[config.mk]
export PLATFORM = sky130hd
export DESIGN_NAME = csc_irq
export DESIGN_NICKNAME = d
export VERILOG_FILES = /design/src/rtl/csc_pkg.sv /design/src/rtl/csc_irq.sv
export SDC_FILE = /design/constraint.sdc
export NUM_CORES = 1
export LEC_CHECK = 0
export BUFFER_PORTS_ARGS = -buffer_cell sky130_fd_sc_hd__clkbuf_2
export CAP_MARGIN = 40
export CORE_MARGIN = 3
export CORE_UTILIZATION = 30
export CTS_BUF_LIST = sky130_fd_sc_hd__clkbuf_8
export CTS_CLUSTER_DIAMETER = 40
export DETAILED_ROUTE_END_ITERATION = 12
export MAX_ROUTING_LAYER = met4
export PLACE_DENSITY = 0.55
export SYNTH_ARGS = -nofsm -noshare
export SYNTH_HDL_FRONTEND = slang
export SYNTH_SLANG_ARGS = --single-unit
[constraint.sdc]
create_clock -name clk -period 7.5 [get_ports clk]
set_clock_uncertainty 0.15 [all_clocks]
set_input_delay 0.75 -clock clk [delete_from_list [all_inputs] [get_ports clk]]
set_output_delay 0.75 -clock clk [all_outputs]
set_load 0.02 [all_outputs]
[src/rtl/csc_pkg.sv]
package csc_pkg;

  // Register bus geometry: each register index sits at byte address index * 4.
  localparam int CSC_ADDR_W = 14;
  localparam int CSC_DATA_W = 32;

  // Register indices in socket space and in the legacy index space.
  localparam logic [11:0] CSC_IDX_STATUS = 12'h804;
  localparam logic [11:0] CSC_IDX_CONFIG = 12'h805;
  localparam logic [11:0] CSC_IDX_CTRL = 12'h810;
  localparam logic [11:0] CSC_IDX_ROUTE = 12'h811;
  localparam logic [11:0] CSC_IDX_LEG_STATUS_A = 12'h004;
  localparam logic [11:0] CSC_IDX_LEG_STATUS_B = 12'h044;
  localparam logic [11:0] CSC_IDX_LEG_CONFIG_A = 12'h005;
  localparam logic [11:0] CSC_IDX_LEG_CONFIG_B = 12'h045;

  // Status flag positions.
  localparam int CSC_ST_CD = 3;
  localparam int CSC_ST_READY = 2;
  localparam int CSC_ST_BATLOW = 1;
  localparam int CSC_ST_DEAD = 0;

  // Reset values.
  localparam logic [7:0] CSC_STATUS_RST = 8'h00;
  localparam logic [7:0] CSC_CONFIG_RST = 8'h00;
  localparam logic [7:0] CSC_CTRL_RST = 8'h00;

  // Routing codes with a special meaning.
  localparam logic [3:0] CSC_ROUTE_NONE = 4'h0;
  localparam logic [3:0] CSC_ROUTE_SMI = 4'h2;

  // Synchroniser lanes for the card inputs.
  localparam int CSC_IN_CD_A = 6;
  localparam int CSC_IN_CD_B = 5;
  localparam int CSC_IN_READY = 4;
  localparam int CSC_IN_BATV1 = 3;
  localparam int CSC_IN_BATV2 = 2;
  localparam int CSC_IN_CHG = 1;
  localparam int CSC_IN_RING = 0;
  localparam int CSC_IN_W = 7;

  typedef struct packed {
    logic [3:0] status_change_irq_route;
    logic card_detect_irq_enable;
    logic ready_irq_enable;
    logic battery_low_irq_enable;
    logic battery_dead_irq_enable;
  } csc_config_t;

  typedef struct packed {
    logic ring_indicate_enable;
    logic rsvd6;
    logic io_card_select;
    logic status_change_pci_route;
    logic rsvd3;
    logic flag_clear_w1c;
    logic rsvd1;
    logic diag_status_change_pci;
  } csc_ctrl_t;

  typedef struct packed {
    logic pci;
    logic smi;
    logic [15:0] isa;
  } csc_irq_t;

  typedef enum {CSC_SEL_NONE, CSC_SEL_STATUS, CSC_SEL_CONFIG, CSC_SEL_CTRL, CSC_SEL_ROUTE} csc_sel_t;

  // Byte-address match of an APB address against a register index.
  function automatic logic csc_hit(logic [CSC_ADDR_W-1:0] addr, logic [11:0] idx);
    return addr == {idx, 2'b00};
  endfunction

endpackage
[src/rtl/csc_irq.sv]
// Overview of operation
// An enabled status-change source becoming active raises the routed host interrupt.
// A flag whose source is disabled always reads zero.
// Enabled source activity sets its flag; it stays set until software clears it.
// Flags clear on status read or on write-one, chosen by the clear-mode bit.
// Service software reads status to find the source, then clears handled flags.
// Status bits seven to four are reserved and read zero.
// Status bit 3 sets on a change of either card-detect line.
// Memory card: status bit 2 sets on a rising edge of ready.
// Memory card: status bit 1 sets on a battery-low warning.
// Memory card: status bit 0 reports battery dead, set on a falling edge of battery_voltage_detect_1.
// I/O card: ready and battery-warning status bits are forced to zero.
// Ring-indicate mode: status bit 0 reports the ring-indicate level.
// Config route field picks IRQ1, SMI on code 2, or the numbered legacy IRQ.
// Route 0 with the diagnostic bit set routes to PCI, ignoring the PCI-route bit.
// Route 0 with diagnostic clear: no legacy IRQ; PCI only if PCI-route bit set.
// Config bit 3 enables interrupts on card-detect changes.
// Config bit 2 enables ready rising edges as a status-change interrupt.
// Config bit 1 enables battery-warning interrupts.
// Config bit 0 enables battery dead, or change-line assertion on I/O cards.
// Status and configuration registers reset to all zeros.
// Status register sits at index 804h, legacy 04h or 44h.
// Configuration register sits at index 805h, legacy 05h or 45h.
// Ring-indicate operation is enabled by the ring-indicate enable control bit.
// PCI-route control bit set sends status-change interrupts to PCI.
// Card-type control bit selects memory-card or I/O-card meaning of status bits.
// Card inputs are synchronised; the selected interrupt holds while enabled flags remain.
// Write-one is ignored in read-clear mode; reads have no effect in write-one mode.
//
// Our own choice: the APB interface to the registers.
`timescale 1ns/10ps
module csc_irq
  import csc_pkg::*;
#(
  parameter bit SOCKET_B = 1'b0
)
(
  input wire logic clk,
  input wire logic rst,
  input wire logic psel,
  input wire logic penable,
  input wire logic pwrite,
  input wire logic [CSC_ADDR_W-1:0] paddr,
  input wire logic [CSC_DATA_W-1:0] pwdata,
  input wire logic [3:0] pstrb,
  output logic [CSC_DATA_W-1:0] prdata,
  output logic pready,
  output logic pslverr,
  input wire logic card_detect_a_n,
  input wire logic card_detect_b_n,
  input wire logic ready,
  input wire logic battery_voltage_detect_1,
  input wire logic battery_voltage_detect_2,
  input wire logic card_state_change_n,
  input wire logic ring_indicate,
  output csc_irq_t irq
);

  localparam logic [11:0] LEG_STATUS = SOCKET_B ? CSC_IDX_LEG_STATUS_B : CSC_IDX_LEG_STATUS_A;
  localparam logic [11:0] LEG_CONFIG = SOCKET_B ? CSC_IDX_LEG_CONFIG_B : CSC_IDX_LEG_CONFIG_A;

  logic [CSC_IN_W-1:0] pins;
  logic [CSC_IN_W-1:0] sync1_q;
  logic [CSC_IN_W-1:0] sync2_q;
  logic [CSC_IN_W-1:0] prev_q;
  logic [1:0] arm_q;
  logic [1:0] arm_d;
  logic armed;

  csc_config_t cfg_q;
  csc_config_t cfg_d;
  csc_ctrl_t ctrl_q;
  csc_ctrl_t ctrl_d;
  logic [3:0] flags_q;
  logic [3:0] flags_d;
  logic [3:0] set_ev;
  logic [3:0] clr;
  logic [3:0] en_mask;
  logic [7:0] status_view;
  logic pending;
  csc_irq_t irq_d;

  logic [CSC_DATA_W-1:0] prdata_d;
  logic pready_d;
  logic pslverr_d;
  csc_sel_t sel;
  logic setup;
  logic done;

  logic cd_change;
  logic ready_rise;
  logic batlow_ev;
  logic dead_ev;
  logic ring_lvl;

  // Card pins are asynchronous; only the second stage and its delayed copy are used.
  assign pins[CSC_IN_CD_A] = card_detect_a_n;
  assign pins[CSC_IN_CD_B] = card_detect_b_n;
  assign pins[CSC_IN_READY] = ready;
  assign pins[CSC_IN_BATV1] = battery_voltage_detect_1;
  assign pins[CSC_IN_BATV2] = battery_voltage_detect_2;
  assign pins[CSC_IN_CHG] = card_state_change_n;
  assign pins[CSC_IN_RING] = ring_indicate;

  always_ff @(posedge clk or posedge rst)
  begin
    if (rst)
    begin
      sync1_q <= '0;
      sync2_q <= '0;
      prev_q <= '0;
    end
    else
    begin
      sync1_q <= pins;
      sync2_q <= sync1_q;
      prev_q <= sync2_q;
    end
  end

  // Edge detection is held off until the delayed copy holds real pin levels.
  always_comb
  begin
    arm_d = arm_q;
    if (arm_q != 2'h3)
    begin
      arm_d = arm_q + 2'h1;
    end
  end

  always_ff @(posedge clk or posedge rst)
  begin
    if (rst)
    begin
      arm_q <= 2'h0;
    end
    else
    begin
      arm_q <= arm_d;
    end
  end

  assign armed = (arm_q == 2'h3);

  always_comb
  begin
    cd_change = armed && ((sync2_q[CSC_IN_CD_A] ^ prev_q[CSC_IN_CD_A])
                || (sync2_q[CSC_IN_CD_B] ^ prev_q[CSC_IN_CD_B]));
    ready_rise = armed && sync2_q[CSC_IN_READY] && !prev_q[CSC_IN_READY];
    batlow_ev = armed && !sync2_q[CSC_IN_BATV2] && prev_q[CSC_IN_BATV2];
    if (ctrl_q.io_card_select)
    begin
      dead_ev = armed && !sync2_q[CSC_IN_CHG] && prev_q[CSC_IN_CHG];
    end
    else
    begin
      dead_ev = armed && !sync2_q[CSC_IN_BATV1] && prev_q[CSC_IN_BATV1];
    end
    ring_lvl = ctrl_q.ring_indicate_enable && sync2_q[CSC_IN_RING];
  end

  always_comb
  begin
    if (csc_hit(paddr, CSC_IDX_STATUS) || csc_hit(paddr, LEG_STATUS))
    begin
      sel = CSC_SEL_STATUS;
    end
    else if (csc_hit(paddr, CSC_IDX_CONFIG) || csc_hit(paddr, LEG_CONFIG))
    begin
      sel = CSC_SEL_CONFIG;
    end
    else if (csc_hit(paddr, CSC_IDX_CTRL))
    begin
      sel = CSC_SEL_CTRL;
    end
    else if (csc_hit(paddr, CSC_IDX_ROUTE))
    begin
      sel = CSC_SEL_ROUTE;
    end
    else
    begin
      sel = CSC_SEL_NONE;
    end
  end

  assign setup = psel && !penable;
  assign done = psel && penable && pready;

  // Read data is captured in the setup cycle and presented during the access phase.
  always_comb
  begin
    prdata_d = '0;
    pready_d = 1'b0;
    pslverr_d = 1'b0;
    if (setup)
    begin
      pready_d = 1'b1;
      pslverr_d = (sel == CSC_SEL_NONE);
      if (!pwrite)
      begin
        if (sel == CSC_SEL_STATUS)
        begin
          prdata_d = {24'h000000, status_view};
        end
        else if (sel == CSC_SEL_CONFIG)
        begin
          prdata_d = {24'h000000, cfg_q};
        end
        else if (sel == CSC_SEL_CTRL)
        begin
          prdata_d = {24'h000000, ctrl_q};
        end
        else if (sel == CSC_SEL_ROUTE)
        begin
          prdata_d = {13'h0000, pending, irq};
        end
      end
    end
    else if (psel && penable && !pready)
    begin
      pready_d = 1'b1;
    end
  end

  always_ff @(posedge clk or posedge rst)
  begin
    if (rst)
    begin
      prdata <= '0;
      pready <= 1'b0;
      pslverr <= 1'b0;
    end
    else
    begin
      prdata <= prdata_d;
      pready <= pready_d;
      pslverr <= pslverr_d;
    end
  end

  // Configuration and control registers; byte lane 0 carries all their bits.
  always_comb
  begin
    cfg_d = cfg_q;
    ctrl_d = ctrl_q;
    if (done && pwrite && pstrb[0])
    begin
      if (sel == CSC_SEL_CONFIG)
      begin
        cfg_d = csc_config_t'(pwdata[7:0]);
      end
      else if (sel == CSC_SEL_CTRL)
      begin
        ctrl_d = csc_ctrl_t'(pwdata[7:0]);
        ctrl_d.rsvd6 = 1'b0;
        ctrl_d.rsvd3 = 1'b0;
        ctrl_d.rsvd1 = 1'b0;
      end
    end
  end

  always_ff @(posedge clk or posedge rst)
  begin
    if (rst)
    begin
      cfg_q <= csc_config_t'(CSC_CONFIG_RST);
      ctrl_q <= csc_ctrl_t'(CSC_CTRL_RST);
    end
    else
    begin
      cfg_q <= cfg_d;
      ctrl_q <= ctrl_d;
    end
  end

  always_comb
  begin
    en_mask[CSC_ST_CD] = cfg_q.card_detect_irq_enable;
    en_mask[CSC_ST_READY] = cfg_q.ready_irq_enable && !ctrl_q.io_card_select;
    en_mask[CSC_ST_BATLOW] = cfg_q.battery_low_irq_enable && !ctrl_q.io_card_select;
    en_mask[CSC_ST_DEAD] = cfg_q.battery_dead_irq_enable && !ctrl_q.ring_indicate_enable;
    set_ev = {cd_change, ready_rise, batlow_ev, dead_ev};
    clr = 4'h0;
    if (done && sel == CSC_SEL_STATUS)
    begin
      if (ctrl_q.flag_clear_w1c && pwrite && pstrb[0])
      begin
        clr = pwdata[3:0];
      end
      else if (!ctrl_q.flag_clear_w1c && !pwrite)
      begin
        clr = prdata[3:0];
      end
    end
    // A set in the clearing cycle wins; a disabled source drops its flag.
    flags_d = ((flags_q & ~clr) | set_ev) & en_mask;
  end

  always_ff @(posedge clk or posedge rst)
  begin
    if (rst)
    begin
      flags_q <= CSC_STATUS_RST[3:0];
    end
    else
    begin
      flags_q <= flags_d;
    end
  end

  always_comb
  begin
    status_view = {4'h0, flags_q};
    if (ctrl_q.ring_indicate_enable)
    begin
      status_view[CSC_ST_DEAD] = ring_lvl && cfg_q.battery_dead_irq_enable;
    end
  end

  assign pending = |status_view[3:0];

  always_comb
  begin
    irq_d = '0;
    if ((cfg_q.status_change_irq_route == CSC_ROUTE_NONE && ctrl_q.diag_status_change_pci)
        || ctrl_q.status_change_pci_route)
    begin
      irq_d.pci = pending;
    end
    else if (cfg_q.status_change_irq_route == CSC_ROUTE_SMI)
    begin
      irq_d.smi = pending;
    end
    else if (cfg_q.status_change_irq_route != CSC_ROUTE_NONE)
    begin
      irq_d.isa[cfg_q.status_change_irq_route] = pending;
    end
  end

  always_ff @(posedge clk or posedge rst)
  begin
    if (rst)
    begin
      irq <= '0;
    end
    else
    begin
      irq <= irq_d;
    end
  end
endmodule // csc_irq

; Word level (Yosys, flattened, before mapping)
; Cells that the tools add are included.
[totals]
register_bits = 92
in_bits = 62
out_inout_bits = 52
elab_cells = 116
[op_classes]
add_sub_neg = 1
magnitude_cmp = 2
eq_ne = 13
mux = 25
bitwise_logic = 8
reduce_logical = 46
[ops]
columns = cell, n
row1 = two-way mux 19 bit, 6
row2 = == test 32 x 3 -> 1 bit (second input constant), 2
row3 = == test 14 bit (second input constant), 4
row4 = == test 32 x 2 -> 1 bit (second input constant), 1
row5 = == test 32 x 4 -> 1 bit (second input constant), 1
row6 = zero test 32 bit, 1
row7 = two-way mux 16 bit, 2
row8 = == test 14 x 5 -> 1 bit (second input constant), 2
row9 = logical AND 1 bit, 26
row10 = two-way mux 17 bit, 1
row11 = bitwise AND 16 bit, 1
row12 = two-way mux 3 bit, 4
row13 = two-way mux 4 bit, 3
row14 = zero test 1 bit, 10
row15 = bitwise AND 4 bit, 2
row16 = two-way mux 1 bit, 8
row17 = < comparator 4 x 5 -> 1 bit (second input constant), 1
row18 = demux 1 bit (select 4 bit), 1
row19 = == test 4 x 2 -> 1 bit (second input constant), 1
row20 = >= comparator 4 x 1 -> 1 bit (second input constant), 1
row21 = zero test 4 bit, 1
row22 = logical OR 1 bit, 4
row23 = NOT 4 bit, 1
row24 = bitwise OR 4 bit, 1
row25 = other kinds (9), 10

; Longest topological paths before layout
[depth]
word_depth = 12
ltp_mapped = 5
depth_no_buf = 4

; Worst setup path after synthesis
; No wires, ideal clock.
[synth_timing]
kind = input to register
start = input port paddr[11]
end = register ctrl_q[0] (netlist bit)
setup_ns = 0.125
arrival_ns = 2.146
required_time_ns = 7.225
slack_ns = 5.079
cell_stages = 5
path_buffers = 1
path_cell_list = nor4_4 -> nand2_2 -> or4_1 -> buf_2 -> mux2_4
[synth_via]
elab_chain_cells = 8
word_cells_on_any_way = 16
cone_classes = eq/ne: 8 / mux: 4 / bitwise: 1 / reduce/logical: 3
[synth_lines]
columns = element, line
row1 = "start, declared", csc_irq.sv:43  ; input wire logic [CSC_ADDR_W-1:0] paddr,
row2 = == test 14 bit, csc_pkg.sv:71  ; return addr == {idx, 2'b00};
row3 = two-way mux 3 bit, csc_irq.sv:176  ; else if (csc_hit(paddr, CSC_IDX_ROUTE))
row4 = two-way mux 3 bit, csc_irq.sv:172  ; else if (csc_hit(paddr, CSC_IDX_CTRL))
row5 = two-way mux 3 bit, csc_irq.sv:168  ; else if (csc_hit(paddr, CSC_IDX_CONFIG) || csc_hit(paddr, LEG_CONFIG))
row6 = two-way mux 3 bit (*), csc_irq.sv:164  ; if (csc_hit(paddr, CSC_IDX_STATUS) || csc_hit(paddr, LEG_STATUS))
row7 = == test 32 x 3 -> 1 bit, csc_irq.sv:248  ; if (sel == CSC_SEL_CONFIG)
row8 = NOT 1 bit (no source line), -
row9 = AND reduction 3 bit (no source line) (*), -
row10 = "end signal, assigned", csc_irq.sv:267  ; ctrl_q <= csc_ctrl_t'(CSC_CTRL_RST);
row11 = "end signal, assigned", csc_irq.sv:272  ; ctrl_q <= ctrl_d;
row12 = "end, declared", csc_irq.sv:72  ; csc_ctrl_t ctrl_q;
; Every way passes the cells marked *; elsewhere a longest branch is shown, timed or not.
; A chain may end at the register's enable or synchronous reset.

; Worst setup path after layout
[layout_timing]
start = input port paddr[5]
end = register cfg_q[4] (netlist bit)
[layout_via]
elab_chain_cells = 7
word_cells_on_any_way = 14
cone_classes = eq/ne: 7 / mux: 4 / reduce/logical: 3
[layout_lines]
columns = element, line
row1 = == test 14 bit, csc_pkg.sv:71
row2 = two-way mux 3 bit, csc_irq.sv:176
row3 = two-way mux 3 bit, csc_irq.sv:172
row4 = two-way mux 3 bit, csc_irq.sv:168
row5 = two-way mux 3 bit (*), csc_irq.sv:164
row6 = == test 32 x 3 -> 1 bit (*), csc_irq.sv:248
row7 = AND reduction 2 bit (no source line) (*), -
row8 = "end signal, assigned", csc_irq.sv:266  ; cfg_q <= csc_config_t'(CSC_CONFIG_RST);
row9 = "end signal, assigned", csc_irq.sv:271  ; cfg_q <= cfg_d;
row10 = "end, declared", csc_irq.sv:70  ; csc_config_t cfg_q;
; Marks and branches as above.

==> results summary <==
The flow ran to the end, and the final reports show no timing, DRC or antenna violations. For this run the aggregate overflow at the end of global routing stands at 0. For this design, the sink count on the clock tree is slightly below 80. The number of hold buffers added after CTS is 0. Setup slack closes at a little over 5000 ps.

The vertical extent of the die is between 100 and 150 um. The overall power after layout came out at between 0.0008 and 0.0009 W. The detailed placement HPWL came out at about 5.0 mm. The endpoint identified for the worst register-to-register timing path is cfg_q[4]. The maximum number of buffers from clock root to sink came out at 2. Setup repair after global routing left no endpoint under its margin. The largest individual stage delay along the critical path comes from the cell sky130_fd_sc_hd__nor3_2. The worst hold path begins at sync1_q[3]. The number of hold-slack violations in the final timing report was 0. In the final design database the tool counted approximately 390 nets. Summing over every cut layer, the via total after detailed routing is a little over 2000. The core occupancy in the finished layout is between 30% and 40%. The number of nets with antenna violations after detailed routing came out at 0. The die width is between 100 and 150 um. The number of warnings printed during yosys synthesis came out at 0. In this run the cell area of the synthesized design comes to just over 3000 um2. The first routing iteration left roughly 140 violations. The startpoint identified for the worst register-to-register timing path is pready. The arrival time at the worst endpoint came out at about 2500 ps. The maximum net fanout on the critical path came out at 13. The final total negative setup slack came out at 0 ps. The largest net degree at the start of global routing is 63.

At the pin with the least slew margin, the transition time is 799 ps. Synthesis handed over a netlist of ~240 instances. The number of slew-limit violations in the final report was 0. Traced cell by cell, the critical path runs through clkbuf_2 > nor4b_2 > buf_4 > nand2_1 > nor3_2 > mux2_2. The leakage power figure is 1.86 nW. The delay of the slowest cell on the worst path is between 600 and 700 ps. Of the available clock period, the critical path in the final layout requires between 30% and 40%. The highest attainable clock frequency came out at 407 MHz. The share of flip-flops with an asynchronous set or reset after synthesis is between 90% and 100%.

The number of buffer and inverter instances along the worst setup path is 2. After detailed routing, the total wire length is around 6.8 mm. The count of boundary I/O pins is about 110. The area enclosed by the die boundary came out at 11600 um2. A synthesized cell averages 12.7 um2. The post-route standard cell area excluding fillers came out at roughly 3800 um2. The area of the placeable core is between 9000 and 10000 um2. The tree is rooted in a sky130_fd_sc_hd__clkbuf_8. The worst-case IR drop observed on VDD is 0.108 mV. The number of antenna violations at the first check in global routing came out at 0. The number of library cell types mapped by synthesis is 45.

The starting density of the core is just over 30%. The final critical delay including setup and external delays came out at 2460 ps. Buffers placed on the I/O ports in this run total 73.

The worst setup path is launched from an input port. The clock latency of the later-clocked register in the worst-skew pair came out at 340 ps. The total clock buffers created by CTS is 9. At the worst endpoint, the required time is about 7600 ps. The instance count along the most critical hold path is 0. Summing all placed instances gives a cell area of 3590 um2. The area added between synthesis and finish is 24.1%. The detail-routed via count per cell came out at 4.50. TritonCTS built the clock tree. The number of inserted filler cells in the final layout is roughly 980. In the synthesized netlist the dominant register cell turns out to be sky130_fd_sc_hd__dfrtp_1. The wire length per cell came out at ~15 um.

The total of endpoints with negative setup slack in the final report is 0. The number of flip-flops and latches in the synthesized netlist came out at 78. The class of the worst hold path is flop to flop.

The setup slack after placement came out at 4650 ps. The repair_antennas step left the layout with diodes totalling 0. The total of max-cap violations is 0.

Broken down by cell family, the worst path's largest delay share belongs to simple AND/OR/NAND/NOR gates. The power density over cell area is 222 nW/um2. The count of flip-flops with a built-in enable after synthesis came out at 0. The sequential area share after synthesis came out at 63.2%. In this run, post-CTS repair resized a total of 0 instances. The share of post-route cells with drive strength above 1 is between 30% and 40%. The worst pin sits at a relative slew slack of between 40% and 50%. In the routed design, unresolved DRC markers number 0. The nature of the critical path endpoint is a flop. The worst setup path is of the input port to flop kind. Counting cells, the worst reg-to-reg path comes to 4.

The first-pass iteration count of the detailed router came out at 4. The global placer's final weighted congestion is 0.840. The aggregate global-route resource usage is roughly 13%. The total setup buffers inserted after CTS is 0. The wire length of the first global-routing pass is roughly 11 mm. The number of global-route vias before repair came out at 2045. The slack of the worst reg-to-reg path came out at 5530 ps.

The maximum level of the CTS H-tree came out at 3. Row generation in the floorplan step produced 36 rows. For hold timing, the worst endpoint is sync2_q[3]. After clock tree synthesis, the clock-pin slew on the worst setup and hold paths is about 80 ps.
==> state kept, by name, summed over array words and instances (netlist names) <==
register and cells:
arm_q 2, pready 1, irq 18, prdata 19
cfg_q 8, flags_q 4, ctrl_q 5, sync1_q 7
pslverr 1, prev_q 6, sync2_q 7
==> logic make-up (layout without fill, tap and decap cells) <==
logic type / Yosys count / count (layout) / share of synthesized area [%]
AO/OA/AOI/OAI: 31 / 31 / 7.45
XOR/XNOR: 3 / 3 / 0.851
adder cells (fa/ha/maj): 1 / 1 / 0.405
buffers and inverters: 28 / 98 / 5.02
flip-flops: 78 / 78 / 63.2
multiplexers: 15 / 15 / 6.03
other: 1 / 15 / 0.121
AND/OR/NAND/NOR: 87 / 87 / 16.9
==> cells in the final DEF, fill, tap and decap left out, types with 5 or more instances in the layout <==
master / synthesis / final
sky130_fd_sc_hd__conb_1: 1 / 15
sky130_fd_sc_hd__nand3_1: 5 / 5
sky130_fd_sc_hd__o21ai_0: 5 / 5
sky130_fd_sc_hd__clkbuf_2: 0 / 73
sky130_fd_sc_hd__and2_1: 12 / 12
sky130_fd_sc_hd__nor2_1: 19 / 19
sky130_fd_sc_hd__mux2_2: 9 / 9
sky130_fd_sc_hd__nand2_1: 7 / 7
sky130_fd_sc_hd__nor3_1: 11 / 11
sky130_fd_sc_hd__nand3b_1: 5 / 5
sky130_fd_sc_hd__nand2b_1: 7 / 7
sky130_fd_sc_hd__inv_1: 7 / 6
sky130_fd_sc_hd__a32oi_1: 7 / 7
sky130_fd_sc_hd__clkbuf_8: 0 / 10
sky130_fd_sc_hd__nor4_1: 5 / 5
sky130_fd_sc_hd__dfrtp_1: 78 / 78
sky130_fd_sc_hd__mux2_4: 5 / 5
sky130_fd_sc_hd__a21oi_1: 6 / 6
==> report_power, final <==
group | total [W] | leakage (nW) | switching, W | internal (W)
registers | 0.000430 | 1.03 | 0.00000290 | 0.000427
logic | 0.0000428 | 0.708 | 0.0000288 | 0.0000140
clock network | 0.000379 | 0.123 | 0.000149 | 0.000229
==> routing by layer <==
layer,GRT usage [%],wire [um]
met1,17.6,3110
met2,17.6,3030
met3,4.20,559
met4,4.33,94
met5,-,0
==> cell type report <==
class / count / area (um2) / share of cell area [%]
clock buffer: 10 / 138 / 3.59
clock inverter: 5 / 108 / 2.81
inverter: 7 / 26.3 / 0.686
multi-input combinational: 152 / 1030 / 27.0
sequential: 78 / 1950 / 50.9
tap: 133 / 166 / 4.34
timing repair buffer: 76 / 408 / 10.6
==> how the worst max path moves through the flow <==
stage | start | endpoint | slack [ps] | cells after the start
after floorplan | rst | arm_q[0] | 4600 | 1
after global placement | paddr[5] | cfg_q[5] | 4720 | 6
after detailed placement | paddr[5] | cfg_q[2] | 4650 | 6
after CTS | paddr[5] | cfg_q[4] | 5030 | 6
after global routing | paddr[5] | cfg_q[5] | 4900 | 6
final | paddr[5] | cfg_q[4] | 5040 | 6
==> cells in the mapped netlist, types with 5 or more instances <==
master | number | area share [%]
sky130_fd_sc_hd__a21oi_1 | 6 | 0.97
sky130_fd_sc_hd__and2_1 | 12 | 2.4
sky130_fd_sc_hd__dfrtp_1 | 78 | 63
sky130_fd_sc_hd__nand3b_1 | 5 | 1.2
sky130_fd_sc_hd__mux2_4 | 5 | 2.4
sky130_fd_sc_hd__nand3_1 | 5 | 0.81
sky130_fd_sc_hd__a32oi_1 | 7 | 2.0
sky130_fd_sc_hd__nor2_1 | 19 | 2.3
sky130_fd_sc_hd__clkbuf_1 | 6 | 0.73
sky130_fd_sc_hd__nand2b_1 | 7 | 1.4
sky130_fd_sc_hd__mux2_2 | 9 | 3.3
sky130_fd_sc_hd__nand2_1 | 7 | 0.85
sky130_fd_sc_hd__nor4_1 | 5 | 1.0
sky130_fd_sc_hd__o21ai_0 | 5 | 0.81
sky130_fd_sc_hd__inv_1 | 7 | 0.85
sky130_fd_sc_hd__nor3_1 | 11 | 1.8
sky130_fd_sc_hd__buf_4 | 13 | 3.2
==> worst reg2reg max path: stages, from the launching register on <==
cell and delay, ps:
sky130_fd_sc_hd__dfrtp_1 390, sky130_fd_sc_hd__and3_1 180, sky130_fd_sc_hd__nand3_1 110, sky130_fd_sc_hd__nor3_2 620, sky130_fd_sc_hd__mux2_2 410
==> stage by stage <==
step           hold WS [ps]  std cells
2_1_floorplan           181        258
3_3_place_gp            182        445
6_report                202        461
5_1_grt                 209        461
4_1_cts                 204        461
3_5_place_dp            185        446
(Power assumes the default switching activity.)
